--- src/rtl/sxpd_pkg.sv ---
package sxpd_pkg;
    // Opcode patterns
    localparam logic [7:0] SXPD_OP_SEG_COPY   = 8'h8C;
    localparam logic [7:0] SXPD_OP_GRP_FF     = 8'hFF;
    localparam logic [7:0] SXPD_OP_POP_MEM    = 8'h8F;
    localparam logic [7:0] SXPD_OP_STORE_ALL  = 8'h60;
    localparam logic [7:0] SXPD_OP_LOAD_ALL   = 8'h61;
    localparam logic [4:0] SXPD_OP5_PUSH_REG  = 5'h0A;
    localparam logic [4:0] SXPD_OP5_POP_REG   = 5'h0B;
    localparam logic [4:0] SXPD_OP5_SWAP_ACC  = 5'h12;
    localparam logic [6:0] SXPD_OP7_SWAP_RM   = 7'h43;
    localparam logic [6:0] SXPD_OP7_IN_FIXED  = 7'h72;
    localparam logic [5:0] SXPD_OP6_PUSH_IMM  = 6'h1A;
    localparam logic [2:0] SXPD_SEG_HI        = 3'h0;
    localparam logic [2:0] SXPD_SEG_PUSH_LO   = 3'h6;
    localparam logic [2:0] SXPD_SEG_POP_LO    = 3'h7;
    localparam logic [1:0] SXPD_SEG_NO_POP    = 2'h1;
    localparam logic [2:0] SXPD_MID_PUSH_MEM  = 3'h6;
    localparam logic [2:0] SXPD_MID_POP_MEM   = 3'h0;
    localparam logic [1:0] SXPD_MOD_REG       = 2'h3;
    // Field positions
    localparam int SXPD_W_BIT = 0;
    localparam int SXPD_S_BIT = 1;
    localparam int SXPD_SIGN_BIT = 7;
    // Cycle counts per form
    localparam logic [5:0] SXPD_CYC_SEG_REG   = 6'h02;
    localparam logic [5:0] SXPD_CYC_SEG_MEM   = 6'h0B;
    localparam logic [5:0] SXPD_CYC_PUSH_MEM  = 6'h10;
    localparam logic [5:0] SXPD_CYC_PUSH_REG  = 6'h0A;
    localparam logic [5:0] SXPD_CYC_PUSH_SEG  = 6'h09;
    localparam logic [5:0] SXPD_CYC_PUSH_IMM  = 6'h0A;
    localparam logic [5:0] SXPD_CYC_STORE_ALL = 6'h24;
    localparam logic [5:0] SXPD_CYC_POP_MEM   = 6'h14;
    localparam logic [5:0] SXPD_CYC_POP_REG   = 6'h0A;
    localparam logic [5:0] SXPD_CYC_POP_SEG   = 6'h08;
    localparam logic [5:0] SXPD_CYC_LOAD_ALL  = 6'h33;
    localparam logic [5:0] SXPD_CYC_SWAP_REG  = 6'h04;
    localparam logic [5:0] SXPD_CYC_SWAP_MEM  = 6'h11;
    localparam logic [5:0] SXPD_CYC_SWAP_ACC  = 6'h03;
    localparam logic [5:0] SXPD_CYC_IN_FIXED  = 6'h0A;
    // Operation codes reported on completion
    typedef enum logic [3:0] {
        SXPD_NONE      = 4'h0,
        SXPD_SEG_COPY  = 4'h1,
        SXPD_PUSH_MEM  = 4'h2,
        SXPD_PUSH_REG  = 4'h3,
        SXPD_PUSH_SEG  = 4'h4,
        SXPD_PUSH_IMM  = 4'h5,
        SXPD_STORE_ALL = 4'h6,
        SXPD_POP_MEM   = 4'h7,
        SXPD_POP_REG   = 4'h8,
        SXPD_POP_SEG   = 4'h9,
        SXPD_LOAD_ALL  = 4'hA,
        SXPD_SWAP_RM   = 4'hB,
        SXPD_SWAP_ACC  = 4'hC,
        SXPD_IN_FIXED  = 4'hD,
        SXPD_ILLEGAL   = 4'hF
    } sxpd_op_type;
    // Decoder states
    typedef enum logic [4:0] {
        SXPD_ST_OPC  = 5'b00001,
        SXPD_ST_MODRM = 5'b00010,
        SXPD_ST_IMM0 = 5'b00100,
        SXPD_ST_IMM1 = 5'b01000,
        SXPD_ST_EXEC = 5'b10000
    } sxpd_state_type;
endpackage

--- src/rtl/sxpd_byte_if.sv ---
`timescale 1ns/1ps
// Byte stream from the fetch queue into the classifier and sequencer
interface sxpd_byte_if;
    logic [7:0] opcode;
    logic [7:0] modrm;
    sxpd_pkg::sxpd_op_type op;
    logic [5:0] cycles;
    logic       need_modrm;
    logic       need_imm;
    modport cls (input opcode, input modrm, output op, output cycles, output need_modrm, output need_imm);
    modport seq (output opcode, output modrm, input op, input cycles, input need_modrm, input need_imm);
endinterface

--- src/rtl/sxpd_classify.sv ---
`timescale 1ns/1ps
// Pure decode of opcode plus addressing byte into operation and cycle count
module sxpd_classify
    import sxpd_pkg::*;
(
    sxpd_byte_if.cls bus    // Opcode and addressing byte in, decode out
);
    logic       mem_form;
    logic [2:0] mid;
    assign mem_form = (bus.modrm[7:6] != SXPD_MOD_REG);
    assign mid      = bus.modrm[5:3];

    // Opcode classification; memory forms resolved once the addressing byte is known
    always_comb begin
        bus.op         = SXPD_ILLEGAL;
        bus.cycles     = 6'h01;
        bus.need_modrm = 1'b0;
        bus.need_imm   = 1'b0;
        if (bus.opcode == SXPD_OP_SEG_COPY) begin
            bus.op         = SXPD_SEG_COPY;
            bus.need_modrm = 1'b1;
            bus.cycles     = mem_form ? SXPD_CYC_SEG_MEM : SXPD_CYC_SEG_REG;
        end else if (bus.opcode == SXPD_OP_GRP_FF) begin
            bus.need_modrm = 1'b1;
            if (mid == SXPD_MID_PUSH_MEM) begin
                bus.op     = SXPD_PUSH_MEM;
                bus.cycles = SXPD_CYC_PUSH_MEM;
            end
        end else if (bus.opcode == SXPD_OP_POP_MEM) begin
            bus.need_modrm = 1'b1;
            if (mid == SXPD_MID_POP_MEM) begin
                bus.op     = SXPD_POP_MEM;
                bus.cycles = SXPD_CYC_POP_MEM;
            end
        end else if (bus.opcode[7:3] == SXPD_OP5_PUSH_REG) begin
            bus.op     = SXPD_PUSH_REG;
            bus.cycles = SXPD_CYC_PUSH_REG;
        end else if (bus.opcode[7:3] == SXPD_OP5_POP_REG) begin
            bus.op     = SXPD_POP_REG;
            bus.cycles = SXPD_CYC_POP_REG;
        end else if (bus.opcode[7:5] == SXPD_SEG_HI && bus.opcode[2:0] == SXPD_SEG_PUSH_LO) begin
            bus.op     = SXPD_PUSH_SEG;
            bus.cycles = SXPD_CYC_PUSH_SEG;
        end else if (bus.opcode[7:5] == SXPD_SEG_HI && bus.opcode[2:0] == SXPD_SEG_POP_LO
                     && bus.opcode[4:3] != SXPD_SEG_NO_POP) begin
            bus.op     = SXPD_POP_SEG;
            bus.cycles = SXPD_CYC_POP_SEG;
        end else if (bus.opcode[7:2] == SXPD_OP6_PUSH_IMM && !bus.opcode[SXPD_W_BIT]) begin
            bus.op       = SXPD_PUSH_IMM;
            bus.need_imm = 1'b1;
            bus.cycles   = SXPD_CYC_PUSH_IMM;
        end else if (bus.opcode == SXPD_OP_STORE_ALL) begin
            bus.op     = SXPD_STORE_ALL;
            bus.cycles = SXPD_CYC_STORE_ALL;
        end else if (bus.opcode == SXPD_OP_LOAD_ALL) begin
            bus.op     = SXPD_LOAD_ALL;
            bus.cycles = SXPD_CYC_LOAD_ALL;
        end else if (bus.opcode[7:1] == SXPD_OP7_SWAP_RM) begin
            bus.op         = SXPD_SWAP_RM;
            bus.need_modrm = 1'b1;
            bus.cycles     = mem_form ? SXPD_CYC_SWAP_MEM : SXPD_CYC_SWAP_REG;
        end else if (bus.opcode[7:3] == SXPD_OP5_SWAP_ACC) begin
            bus.op     = SXPD_SWAP_ACC;
            bus.cycles = SXPD_CYC_SWAP_ACC;
        end else if (bus.opcode[7:1] == SXPD_OP7_IN_FIXED) begin
            bus.op       = SXPD_IN_FIXED;
            bus.need_imm = 1'b1;
            bus.cycles   = SXPD_CYC_IN_FIXED;
        end
    end
endmodule

--- src/rtl/sxpd_decode.sv ---
`timescale 1ns/1ps
// Contract
// - 8C plus addressing byte copies a segment register; 2 clocks register, 11 memory.
// - FF with middle field 110 stores memory operand on stack in 16 clocks.
// - 01010rrr stores general register on stack in 10 clocks.
// - 000ss110 stores segment register on stack in 9 clocks.
// - Immediate store fetches one byte, second only if sign bit zero; 10 clocks.
// - 60 stores all general registers on stack in 36 clocks.
// - 8F with middle field 000 loads memory operand from stack in 20 clocks.
// - 01011rrr loads general register from stack in 10 clocks.
// - 000ss111 loads segment register in 8 clocks; selector 01 is not this operation.
// - 61 reloads all general registers from stack in 51 clocks.
// - 1000011w with addressing byte swaps operands; 4 clocks register, 17 memory.
// - 10010rrr swaps accumulator with register in 3 clocks.
// - 1110010w with port byte reads fixed port into accumulator in 10 clocks.
module sxpd_decode
    import sxpd_pkg::*;
(
    input  wire logic        core_clk_i,  // Core clock, 40 MHz
    input  wire logic        reset_i,     // Asynchronous reset, active high
    input  wire logic [7:0]  q_byte_i,    // Byte from the fetch queue
    input  wire logic        q_valid_i,   // Queue byte present
    output logic             q_take_o,    // Byte consumed in the previous cycle
    output logic             busy_o,      // Instruction in progress
    output logic             done_o,      // One-cycle completion pulse
    output sxpd_op_type      op_o,        // Operation of finished instruction
    output logic             word_o,      // Word width when set
    output logic [2:0]       reg_o,       // Register or segment selector
    output logic [7:0]       modrm_o,     // Addressing byte
    output logic [15:0]      imm_o,       // Immediate or port number
    output logic [5:0]       cycles_o     // Clock count of finished instruction
);
    sxpd_byte_if    bus ();
    sxpd_state_type state_q;
    logic [7:0]     opc_q;
    logic [7:0]     modrm_q;
    logic [15:0]    imm_q;
    logic [5:0]     left_q;
    logic [5:0]     total_q;
    logic           two_imm;
    logic           accept;

    sxpd_classify u_cls (
        .bus (bus)
    );

    // In the opcode state the live byte is decoded so one-byte forms start at once
    assign bus.opcode = (state_q == SXPD_ST_OPC) ? q_byte_i : opc_q;
    assign bus.modrm  = (state_q == SXPD_ST_MODRM) ? q_byte_i : modrm_q;
    // Immediate store takes a second byte only with sign bit clear; port form always one
    assign two_imm = (bus.op == SXPD_PUSH_IMM) && !opc_q[SXPD_S_BIT];
    assign accept  = q_valid_i && (state_q != SXPD_ST_EXEC);

    // Fetch sequencer; the execute count starts one cycle after the last byte is taken
    always_ff @(posedge core_clk_i or posedge reset_i) begin
        if (reset_i) begin
            state_q <= SXPD_ST_OPC;
            opc_q   <= 8'h00;
            modrm_q <= 8'h00;
            imm_q   <= 16'h0000;
            left_q  <= 6'h00;
            total_q <= 6'h00;
        end else begin
            unique case (state_q)
                SXPD_ST_OPC: begin
                    if (q_valid_i) begin
                        opc_q <= q_byte_i;
                        if (bus.need_modrm) begin
                            state_q <= SXPD_ST_MODRM;
                        end else if (bus.need_imm) begin
                            state_q <= SXPD_ST_IMM0;
                        end else begin
                            state_q <= SXPD_ST_EXEC;
                            left_q  <= bus.cycles;
                            total_q <= bus.cycles;
                        end
                    end
                end
                SXPD_ST_MODRM: begin
                    if (q_valid_i) begin
                        modrm_q <= q_byte_i;
                        state_q <= SXPD_ST_EXEC;
                        left_q  <= bus.cycles;
                        total_q <= bus.cycles;
                    end
                end
                SXPD_ST_IMM0: begin
                    if (q_valid_i) begin
                        // Single byte sign-extends for immediates, port number zero-extends
                        if (bus.op == SXPD_PUSH_IMM) begin
                            imm_q <= {{8{q_byte_i[SXPD_SIGN_BIT]}}, q_byte_i};
                        end else begin
                            imm_q <= {8'h00, q_byte_i};
                        end
                        if (two_imm) begin
                            state_q <= SXPD_ST_IMM1;
                        end else begin
                            state_q <= SXPD_ST_EXEC;
                            left_q  <= bus.cycles;
                            total_q <= bus.cycles;
                        end
                    end
                end
                SXPD_ST_IMM1: begin
                    if (q_valid_i) begin
                        imm_q[15:8] <= q_byte_i;
                        state_q     <= SXPD_ST_EXEC;
                        left_q      <= bus.cycles;
                        total_q     <= bus.cycles;
                    end
                end
                SXPD_ST_EXEC: begin
                    left_q <= left_q - 6'h01;
                    if (left_q == 6'h01) begin
                        state_q <= SXPD_ST_OPC;
                    end
                end
                default: begin
                    state_q <= SXPD_ST_OPC;
                end
            endcase
        end
    end

    // Registered handshake and result outputs
    always_ff @(posedge core_clk_i or posedge reset_i) begin
        if (reset_i) begin
            q_take_o <= 1'b0;
            busy_o   <= 1'b0;
            done_o   <= 1'b0;
            op_o     <= SXPD_NONE;
            word_o   <= 1'b0;
            reg_o    <= 3'h0;
            modrm_o  <= 8'h00;
            imm_o    <= 16'h0000;
            cycles_o <= 6'h00;
        end else begin
            q_take_o <= accept;
            busy_o   <= (state_q != SXPD_ST_OPC) || q_valid_i;
            done_o   <= (state_q == SXPD_ST_EXEC) && (left_q == 6'h01);
            if ((state_q == SXPD_ST_EXEC) && (left_q == 6'h01)) begin
                op_o     <= bus.op;
                // Immediate store always pushes a word; other forms follow the width bit
                word_o   <= (bus.op == SXPD_PUSH_IMM) ? 1'b1 : opc_q[SXPD_W_BIT];
                reg_o    <= (bus.op == SXPD_PUSH_SEG || bus.op == SXPD_POP_SEG) ?
                            {1'b0, opc_q[4:3]} : opc_q[2:0];
                modrm_o  <= modrm_q;
                imm_o    <= imm_q;
                cycles_o <= total_q;
            end
        end
    end

    // Helper: cycles spent in execute for the current instruction
    logic [5:0] spent_q;
    always_ff @(posedge core_clk_i or posedge reset_i) begin
        if (reset_i) begin
            spent_q <= 6'h00;
        end else if (state_q == SXPD_ST_EXEC) begin
            spent_q <= spent_q + 6'h01;
        end else begin
            spent_q <= 6'h00;
        end
    end
endmodule

--- config.mk ---
export PLATFORM = sky130hd
export DESIGN_NAME = sxpd_decode
export DESIGN_NICKNAME = d
export VERILOG_FILES = /design/src/rtl/sxpd_pkg.sv /design/src/rtl/sxpd_byte_if.sv /design/src/rtl/sxpd_classify.sv /design/src/rtl/sxpd_decode.sv
export SDC_FILE = /design/constraint.sdc
export NUM_CORES = 1
export LEC_CHECK = 0
export BUFFER_PORTS_ARGS = -buffer_cell sky130_fd_sc_hd__buf_2
export CAP_MARGIN = 20
export CORE_MARGIN = 10
export CORE_UTILIZATION = 52
export CTS_BUF_LIST = sky130_fd_sc_hd__clkbuf_2
export DETAILED_ROUTE_END_ITERATION = 8
export HOLD_SLACK_MARGIN = 0.08
export PLACE_DENSITY = 0.77
export SYNTH_ARGS = -nofsm -noshare
export SYNTH_HDL_FRONTEND = slang
export SYNTH_HIERARCHICAL = 1
export SYNTH_SLANG_ARGS = --single-unit
--- constraint.sdc ---
create_clock -name core_clk_i -period 4.7 [get_ports core_clk_i]
set_input_delay 0.235 -clock core_clk_i [delete_from_list [all_inputs] [get_ports core_clk_i]]
set_output_delay 0.235 -clock core_clk_i [all_outputs]
set_load 0.01 [all_outputs]
==> impl_summary.txt, run 1 <==
----------------------------------------------------
[Outcome]
  Status ... finished, final reports clean

[Power and ir drop]
  Overall power consumption ... 2.86 mW
  Power per standard cell area ... 575 mW/mm^2
  Worst IR Drop VDD ... 0.000242 V
  Standby leakage power ... 2.42 nW

[Routing]
  Drt first pass iters ... 4
  Total wire length ... 10.2 mm
  Via-to-Cell Ratio ... 5.84
  Iteration-0 DRC Markers ... 210
  Routed via count ... 3226
  Average wire length per cell after detail routing ... 18.5 microns
  Number of DRC violations after detailed routing ... 0
  Remaining antenna violation count after routing ... 0

[Critical path]
  Reg2Reg Capture Point ... total_q[2]$_DFFE_PP0P_
  Startpoint of the most critical register-to-register path ... state_q[1]$_DFFE_PP0P_
  Startpoint-to-endpoint class of the critical path ... flip-flop to flip-flop
  Critical Path Source ... state_q[1]$_DFFE_PP0P_
  Maximum fanout encountered on the critical timing path ... 10
  Data required time at the worst endpoint ... 5.18 ns
  Reg-to-reg setup timing slack ... 0.50 ns
  Number of cells traversed by the worst register-to-register path ... 12
  Sort of element at the end of the critical path ... flip-flop
  Arrival time at the worst endpoint ... 4.68 ns
  Category of the worst setup path launch point ... flip-flop

[Global route]
  Number of antenna violations at the first check in global routing ... 1
  First-pass GRT wire length ... 16.7 mm
  Total GRT Usage ... 0.159
  Residual overflow from global routing ... 0
  Pin count of the biggest net entering global routing ... 53
  Via count of the first global-routing pass ... 3194

[Clock tree]
  Number of instances resized during post-cts repair ... 0
  Number of H-tree levels ... 3
  TritonCTS clock tree ... done
  Number of clock buffers inserted by TritonCTS ... 9
  Clock slew at reported path FFs ... 0.29 ns
  Clock Root Buffer ... sky130_fd_sc_hd__clkbuf_2
  Clock Path Buffers ... 2
  Clock latency on the worst-skew pair ... 0.58 ns
  Number of clock sinks ... 90

[Yosys]
  Number of warnings reported in the yosys synthesis log ... 6
  Synthesized area per cell ... 11.6 sq um
  Netlist area before placement ... 0.00443 sq mm
  Number of nets in the synthesized netlist ... 396
  Synthesized instance count ... 383

[Die]
  Full die area ... 0.0126 sq mm
  Area of the core ... 0.00826 sq mm
  Effective utilization at floorplan ... 0.536
  Horizontal die dimension ... 112 microns
  Chip height ... 112 microns
  Std cell rows ... 33
  Num ports ... 52

[STA]
  Final setup skew ... 0.0393 ns
  Worst-margin pin slew ... 1.02 ns
  Max Clock Freq ... 238 MHz
  Max-Slew Margin vs Limit ... 0.315
  Setup violators final ... 0
  Hold WS ... 0.231 ns
  Hold violation total from the final report ... 0
  Final worst path period share ... 0.895
  Final critical delay including setup and external delays ... 4.20 ns
  RSZ-0062 raised after global routing ... false
  Max Slew Vio Count ... 0
  Setup TNS ... 0 ns

[Placed design]
  Placed Cells ... 525
  Final RePlAce weighted congestion ... 0.933
  Input/output buffers ... 51
  Half-perimeter wire length of the detailed placement result ... 7.32 mm

[Flow run]
  MaxCap Viol Count ... 0

[Finish]
  Count of non-filler cells in the finished layout ... 552
  Net count, final ... 454
  Most common cell after layout, fill and taps aside ... sky130_fd_sc_hd__dfrtp_1
  Proportion of layout cells with a drive suffix above 1 ... 0.300
  Most used cells in the layout excluding fill and tap cells ... 89 x sky130_fd_sc_hd__dfrtp_1, 51 x sky130_fd_sc_hd__buf_2, 41 x sky130_fd_sc_hd__mux2_2
  Area growth from synthesis to layout ... 12.3%

[Worst hold path]
  Class of the tightest hold or removal check ... input port to asynchronous set/reset pin

----------------------------------------------------
[where the power goes]
part	internal [mW]	switching, mW
Sequential	0.997	0.160
Clock	0.140	0.311
Combinational	0.540	0.715
Total	1.68	1.19
[timing repair]
| item | CTS | global route |
|---|---|---|
| buffers inserted | 0 | 0 |
| hold buffers | 10 | 0 |
| hold endpoints to repair | 72 | 0 |
[sequential cells by signal, summed over array words and instances (netlist names), 6 cells and up]
name and flops:
imm_o 16, imm_q 16, left_q 6, cycles_o 6, modrm_q 8, opc_q 8, total_q 6, modrm_o 8
[layer usage]
metal  up-vias  part of all wire  global-route usage
li1       1509                 -                   -
met1      1622              0.46               0.210
met2        80              0.47               0.253
met3        15             0.049              0.0288
met4         0             0.014              0.0618
met5         -                 0                   0
[worst max-delay path by stage]
stage and endpoint:
5_1_grt total_q[2]$_DFFE_PP0P_, 6_report total_q[2]$_DFFE_PP0P_, 3_3_place_gp total_q[5]$_DFFE_PP0P_, 4_1_cts total_q[2]$_DFFE_PP0P_, 2_1_floorplan left_q[1]$_DFFE_PP0P_, 3_5_place_dp total_q[2]$_DFFE_PP0P_
[area by class of cell]
class	instances	area [sq um]
Antenna cell	1	2.50
Clock buffer	9	45.0
Clock inverter	7	95.1
Fill cell	728	3280
Inverter	10	38.8
Multi-Input combinational cell	267	2040
Sequential cell	90	2250
Tap cell	105	131
Timing Repair Buffer	63	370
[through the flow]
step	setup slack, ns	utilization	instance area, sq um
2_1_floorplan	0.902	-	4430
3_3_place_gp	0.721	0.573	4730
3_5_place_dp	0.580	0.573	4730
4_1_cts	0.575	0.602	4970
5_1_grt	0.279	0.602	4970
6_report	0.495	0.602	4970
[worst max-delay path: stages (launching register included)]
cell and delay [ns]:
sky130_fd_sc_hd__dfrtp_1 0.55, sky130_fd_sc_hd__nor3_4 0.36, sky130_fd_sc_hd__nand3b_4 0.20, sky130_fd_sc_hd__mux2_2 0.38, sky130_fd_sc_hd__or3b_4 0.44, sky130_fd_sc_hd__or3_1 0.36, sky130_fd_sc_hd__o21ai_0 0.30, sky130_fd_sc_hd__o31ai_1 0.20
sky130_fd_sc_hd__and4bb_2 0.37, sky130_fd_sc_hd__nand3_1 0.14, sky130_fd_sc_hd__o22a_2 0.32, sky130_fd_sc_hd__nand3_2 0.17, sky130_fd_sc_hd__mux2_1 0.35
No activity file was read; power rests on OpenSTA's default activity.
==> run 2, diff against run 1 <==
- CELL_PAD_IN_SITES_DETAIL_PLACEMENT: unset -> 1
- CELL_PAD_IN_SITES_GLOBAL_PLACEMENT: unset -> 2
- CORE_UTILIZATION: 52 -> 40
- HOLD_SLACK_MARGIN: 0.08 -> unset
- PLACE_DENSITY: 0.77 -> unset
- PLACE_DENSITY_LB_ADDON: unset -> 0.15
==> impl_summary.txt, run 2 (synthesis gave the netlist of run 1 again) <==
----------------------------------------------------
[Outcome]
  Status ... finished, final reports clean

[Clock tree]
  Clock latency on the worst-skew pair ... 0.58 ns
  Clock Root Buffer ... sky130_fd_sc_hd__clkbuf_2
  TritonCTS clock tree ... done
  Clock Path Buffers ... 2
  Clock slew at reported path FFs ... 0.26 ns
  Hold-fix buffers at CTS ... 9
  Number of instances resized during post-cts repair ... 0
  Number of H-tree levels ... 3
  Number of clock sinks ... 90
  Number of buffers added for setup after CTS ... 0
  Number of clock buffers inserted by TritonCTS ... 9

[Routing]
  Average wire length per cell after detail routing ... 19.1 microns
  Remaining antenna violation count after routing ... 0
  Iteration-0 DRC Markers ... 144
  Routed via count ... 3233
  Number of DRC violations after detailed routing ... 0
  Total wire length ... 11.2 mm
  Drt first pass iters ... 4
  Via-to-Cell Ratio ... 5.50

[STA]
  Worst-margin pin slew ... 0.617 ns
  Max Slew Vio Count ... 0
  Final critical delay including setup and external delays ... 4.19 ns
  Max Clock Freq ... 239 MHz
  Final setup skew ... 0.0337 ns
  Setup violators final ... 0
  Hold violation total from the final report ... 0
  Max-Slew Margin vs Limit ... 0.582
  RSZ-0062 raised after global routing ... false
  Final setup margin ... 0.510 ns
  Final worst path period share ... 0.891
  Hold WS ... 0.0570 ns
  Setup TNS ... 0 ns

[Power and ir drop]
  Net switching fraction of the power ... 0.409
  Clk network pwr share ... 0.164
  Switching Power ... 1.19 mW
  Power per standard cell area ... 573 mW/mm^2
  Logic pwr share ... 0.439
  Internal power ... 1.72 mW
  Flop pwr share ... 0.397
  Worst IR Drop VDD ... 0.000208 V
  Standby leakage power ... 2.45 nW

[Critical path]
  Startpoint-to-endpoint class of the critical path ... flip-flop to flip-flop
  Category of the worst setup path launch point ... flip-flop
  Arrival time at the worst endpoint ... 4.68 ns
  Maximum fanout encountered on the critical timing path ... 10
  Sort of element at the end of the critical path ... flip-flop
  Data required time at the worst endpoint ... 5.19 ns
  Number of cells traversed by the worst register-to-register path ... 12

[Die]
  Effective utilization at floorplan ... 0.409
  Num ports ... 52
  Chip height ... 125 microns
  Full die area ... 0.0157 sq mm
  Horizontal die dimension ... 125 microns
  Std cell rows ... 38
  Area of the core ... 0.0108 sq mm

[Finish]
  Net count, final ... 456
  Area growth from synthesis to layout ... 14.5%
  Most common cell after layout, fill and taps aside ... sky130_fd_sc_hd__dfrtp_1
  Largest registers ranked by flip-flop count ... imm_o x16, imm_q x16
  N_diodes ... 0
  Final design instance area without fill ... 0.00507 sq mm
  Proportion of layout cells with a drive suffix above 1 ... 0.304
  Most used cells in the layout excluding fill and tap cells ... 89 x sky130_fd_sc_hd__dfrtp_1, 51 x sky130_fd_sc_hd__buf_2, 41 x sky130_fd_sc_hd__mux2_2

[Placed design]
  Half-perimeter wire length of the detailed placement result ... 8.23 mm
  Final RePlAce weighted congestion ... 0.810
  Pre-CTS setup slack ... 0.540 ns
  Input/output buffers ... 51
  Total placed instance area ... 0.00477 sq mm

[Worst hold path]
  Class of the tightest hold or removal check ... input port to flip-flop
  Hold depth ... 2

[Global route]
  Pin count of the biggest net entering global routing ... 59
  Number of antenna violations at the first check in global routing ... 0
  Via count of the first global-routing pass ... 3461
  Total GRT Usage ... 0.146
  First-pass GRT wire length ... 18.7 mm
  Residual overflow from global routing ... 0

[Flow run]
  MaxCap Viol Count ... 0

----------------------------------------------------
-- run 2: path summary, 6_finish.rpt --
kind | startpoint | endpoint | slack (ns)
max | state_q[1]$_DFFE_PP0P_ | total_q[2]$_DFFE_PP0P_ | 0.51
min | q_valid_i | q_take_o$_DFF_PP0_ | 0.06
max reg2reg | state_q[1]$_DFFE_PP0P_ | total_q[2]$_DFFE_PP0P_ | 0.51
min reg2reg | reg_o[1]$_DFFE_PP0P_ | reg_o[1]$_DFFE_PP0P_ | 0.52
max in group asynchronous | reset_i | state_q[0]$_DFFE_PP1P_ | 3.17
min in group asynchronous | reset_i | imm_o[9]$_DFFE_PP0P_ | 0.58
-- run 2: routing by layer --
metal / share of wire / track usage / wire length [microns] / vias up
met1: 0.48 / 0.191 / 5380 / 1659
li1: - / - / - / 1512
met2: 0.48 / 0.233 / 5360 / 53
met4: 0.011 / 0.0447 / 123 / 0
met5: 0 / 0 / 0 / -
met3: 0.034 / 0.0338 / 385 / 9
-- run 2: worst max-delay path: stages, from the launching register on --
cell                       delay [ns]
sky130_fd_sc_hd__dfrtp_1         0.54
sky130_fd_sc_hd__nor3_4          0.34
sky130_fd_sc_hd__nand3b_4        0.20
sky130_fd_sc_hd__mux2_2          0.38
sky130_fd_sc_hd__or3b_4          0.44
sky130_fd_sc_hd__or3_1           0.36
sky130_fd_sc_hd__o21ai_0         0.31
sky130_fd_sc_hd__o31ai_1         0.20
sky130_fd_sc_hd__and4bb_2        0.37
sky130_fd_sc_hd__nand3_1         0.12
sky130_fd_sc_hd__o22a_2          0.32
sky130_fd_sc_hd__nand3_2         0.18
sky130_fd_sc_hd__mux2_1          0.34
-- run 2: final cells by class --
cell class / instances / area [sq um]
clock buffers: 9 / 45.0
clock inverters: 7 / 98.8
fillers: 1185 / 5770
inverters: 10 / 38.8
multi-input cells: 267 / 2040
flip-flops and latches: 90 / 2250
well taps: 140 / 175
repair buffers: 65 / 425
-- run 2: power groups by stage --
stage | Sequential (mW) | Combinational, mW | Clock [mW]
after floorplan | 1.15 | 0.977 | 0
after global placement | 1.17 | 1.25 | 0
after detailed placement | 1.18 | 1.26 | 0
after CTS | 1.16 | 1.28 | 0.487
after global routing | 1.19 | 1.43 | 0.521
final | 1.16 | 1.28 | 0.476
-- run 2: metrics by stage --
step | cells | util | total power, mW
detailed placement | 560 | 0.440 | 2.44
finish | 588 | 0.468 | 2.91
global route | 588 | 0.468 | 3.14
floorplan | 383 | - | 2.12
CTS | 585 | 0.462 | 2.92
global placement | 560 | 0.440 | 2.42
==> run 3, diff against run 2 <==
- CORE_UTILIZATION: 40 -> 29
==> impl_summary.txt, run 3 (synthesis gave the netlist of run 1 again) <==
----------------------------------------------------
[Power and ir drop]
  Power per standard cell area ... 557 mW/mm^2
  Standby leakage power ... 2.39 nW
  Overall power consumption ... 2.80 mW
  Flop pwr share ... 0.415
  Worst IR Drop VDD ... 0.000179 V
  Net switching fraction of the power ... 0.428
  Switching Power ... 1.20 mW
  Logic pwr share ... 0.456
  Clk network pwr share ... 0.129
  Internal power ... 1.60 mW

[Die]
  Std cell rows ... 45
  Num ports ... 52
  Chip height ... 144 microns
  Full die area ... 0.0206 sq mm
  Effective utilization at floorplan ... 0.294
  Horizontal die dimension ... 144 microns
  Area of the core ... 0.0151 sq mm

[Clock tree]
  Clock Path Buffers ... 2
  TritonCTS clock tree ... done
  Hold-fix buffers at CTS ... 10
  Number of buffers added for setup after CTS ... 0
  Number of H-tree levels ... 3
  Number of clock buffers inserted by TritonCTS ... 9
  Number of clock sinks ... 90
  Number of instances resized during post-cts repair ... 0
  Clock slew at reported path FFs ... 0.25 ns
  Clock Root Buffer ... sky130_fd_sc_hd__clkbuf_2
  Clock latency on the worst-skew pair ... 0.61 ns

[Routing]
  Average wire length per cell after detail routing ... 19.0 microns
  Routed via count ... 3222
  Number of DRC violations after detailed routing ... 0
  Remaining antenna violation count after routing ... 0
  Via-to-Cell Ratio ... 5.07
  Total wire length ... 12.1 mm
  Iteration-0 DRC Markers ... 216
  Drt first pass iters ... 4

[STA]
  Setup TNS ... 0 ns
  Final setup margin ... 0.437 ns
  Final critical delay including setup and external delays ... 4.26 ns
  RSZ-0062 raised after global routing ... false
  Max Slew Vio Count ... 0
  Max Clock Freq ... 235 MHz
  Worst-margin pin slew ... 0.804 ns
  Hold violation total from the final report ... 0
  Final setup skew ... 0.0287 ns
  Hold WS ... 0.189 ns
  Final worst path period share ... 0.907
  Setup violators final ... 0
  Max-Slew Margin vs Limit ... 0.456

[Placed design]
  Pre-CTS setup slack ... 0.513 ns
  Final RePlAce weighted congestion ... 0.814
  Input/output buffers ... 51
  Total placed instance area ... 0.00483 sq mm
  Half-perimeter wire length of the detailed placement result ... 8.93 mm
  Placed Cells ... 608

[Critical path]
  Reg2Reg Capture Point ... total_q[2]$_DFFE_PP0P_
  Worst setup path endpoint ... total_q[2]$_DFFE_PP0P_
  Arrival time at the worst endpoint ... 4.77 ns
  Number of cells traversed by the worst register-to-register path ... 12
  Reg-to-reg setup timing slack ... 0.44 ns
  Category of the worst setup path launch point ... flip-flop
  Startpoint-to-endpoint class of the critical path ... flip-flop to flip-flop
  Startpoint of the most critical register-to-register path ... state_q[1]$_DFFE_PP0P_
  Critical Path Source ... state_q[1]$_DFFE_PP0P_
  Sort of element at the end of the critical path ... flip-flop
  Data required time at the worst endpoint ... 5.20 ns
  Maximum fanout encountered on the critical timing path ... 10

[Global route]
  Residual overflow from global routing ... 0
  First-pass GRT wire length ... 19.6 mm
  Pin count of the biggest net entering global routing ... 55
  Total GRT Usage ... 0.124
  Via count of the first global-routing pass ... 3405
  Number of antenna violations at the first check in global routing ... 1

[Finish]
  Post-layout util ... 0.333
  Most used cells in the layout excluding fill and tap cells ... 89 x sky130_fd_sc_hd__dfrtp_1, 51 x sky130_fd_sc_hd__buf_2, 41 x sky130_fd_sc_hd__mux2_2
  Most common cell after layout, fill and taps aside ... sky130_fd_sc_hd__dfrtp_1
  Proportion of layout cells with a drive suffix above 1 ... 0.298
  Count of non-filler cells in the finished layout ... 635
  Area growth from synthesis to layout ... 13.5%
  Final design instance area without fill ... 0.00503 sq mm
  Net count, final ... 454
  Largest registers ranked by flip-flop count ... imm_o x16, imm_q x16

[Outcome]
  Status ... finished, final reports clean

[Flow run]
  MaxCap Viol Count ... 0

[Worst hold path]
  Class of the tightest hold or removal check ... input port to asynchronous set/reset pin

----------------------------------------------------
run 3: final cells by class:
| type | count | area [sq um] |
|---|---|---|
| well taps | 188 | 235 |
| clock inverters | 6 | 41.3 |
| repair buffers | 63 | 370 |
| inverters | 10 | 38.8 |
| fillers | 1702 | 10100 |
| flip-flops and latches | 90 | 2250 |
| clock buffers | 10 | 50.0 |
| multi-input cells | 267 | 2040 |
| diodes | 1 | 2.50 |
run 3: worst max-delay path, cell delays in order, from the launching register on:
cell	delay (ns)
sky130_fd_sc_hd__dfrtp_1	0.54
sky130_fd_sc_hd__nor3_4	0.35
sky130_fd_sc_hd__nand3b_4	0.20
sky130_fd_sc_hd__mux2_2	0.38
sky130_fd_sc_hd__or3b_4	0.44
sky130_fd_sc_hd__or3_1	0.36
sky130_fd_sc_hd__o21ai_0	0.34
sky130_fd_sc_hd__o31ai_1	0.20
sky130_fd_sc_hd__and4bb_2	0.38
sky130_fd_sc_hd__nand3_1	0.12
sky130_fd_sc_hd__o22a_2	0.32
sky130_fd_sc_hd__nand3_2	0.18
sky130_fd_sc_hd__mux2_1	0.34
run 3: layer usage:
layer / global-route usage / up-vias / routed length (microns)
met1: 0.165 / 1656 / 5860
met5: 0 / - / 0
met3: 0.0254 / 17 / 377
met2: 0.191 / 48 / 5680
met4: 0.0494 / 0 / 175
li1: - / 1501 / -
run 3: how the worst min path moves through the flow:
stage,startpoint,endpoint,slack [ns],cells past startpoint
floorplan,q_byte_i[2],imm_q[10]$_DFFE_PP0P_,0.37,2
finish,reset_i,imm_o[1]$_DFFE_PP0P_,0.19,3
global route,reset_i,imm_o[1]$_DFFE_PP0P_,0.21,3
detailed placement,reset_i,imm_o[1]$_DFFE_PP0P_,0.36,2
CTS,reset_i,imm_o[7]$_DFFE_PP0P_,0.17,3
global placement,reset_i,imm_o[1]$_DFFE_PP0P_,0.36,2
run 3: power by group through the flow:
| stage | logic [mW] | registers, mW | clock network (mW) |
|---|---|---|---|
| floorplan | 0.977 | 1.15 | 0 |
| global placement | 1.28 | 1.18 | 0 |
| detailed placement | 1.28 | 1.18 | 0 |
| CTS | 1.29 | 1.17 | 0.381 |
| global route | 1.43 | 1.20 | 0.416 |
| finish | 1.28 | 1.16 | 0.361 |
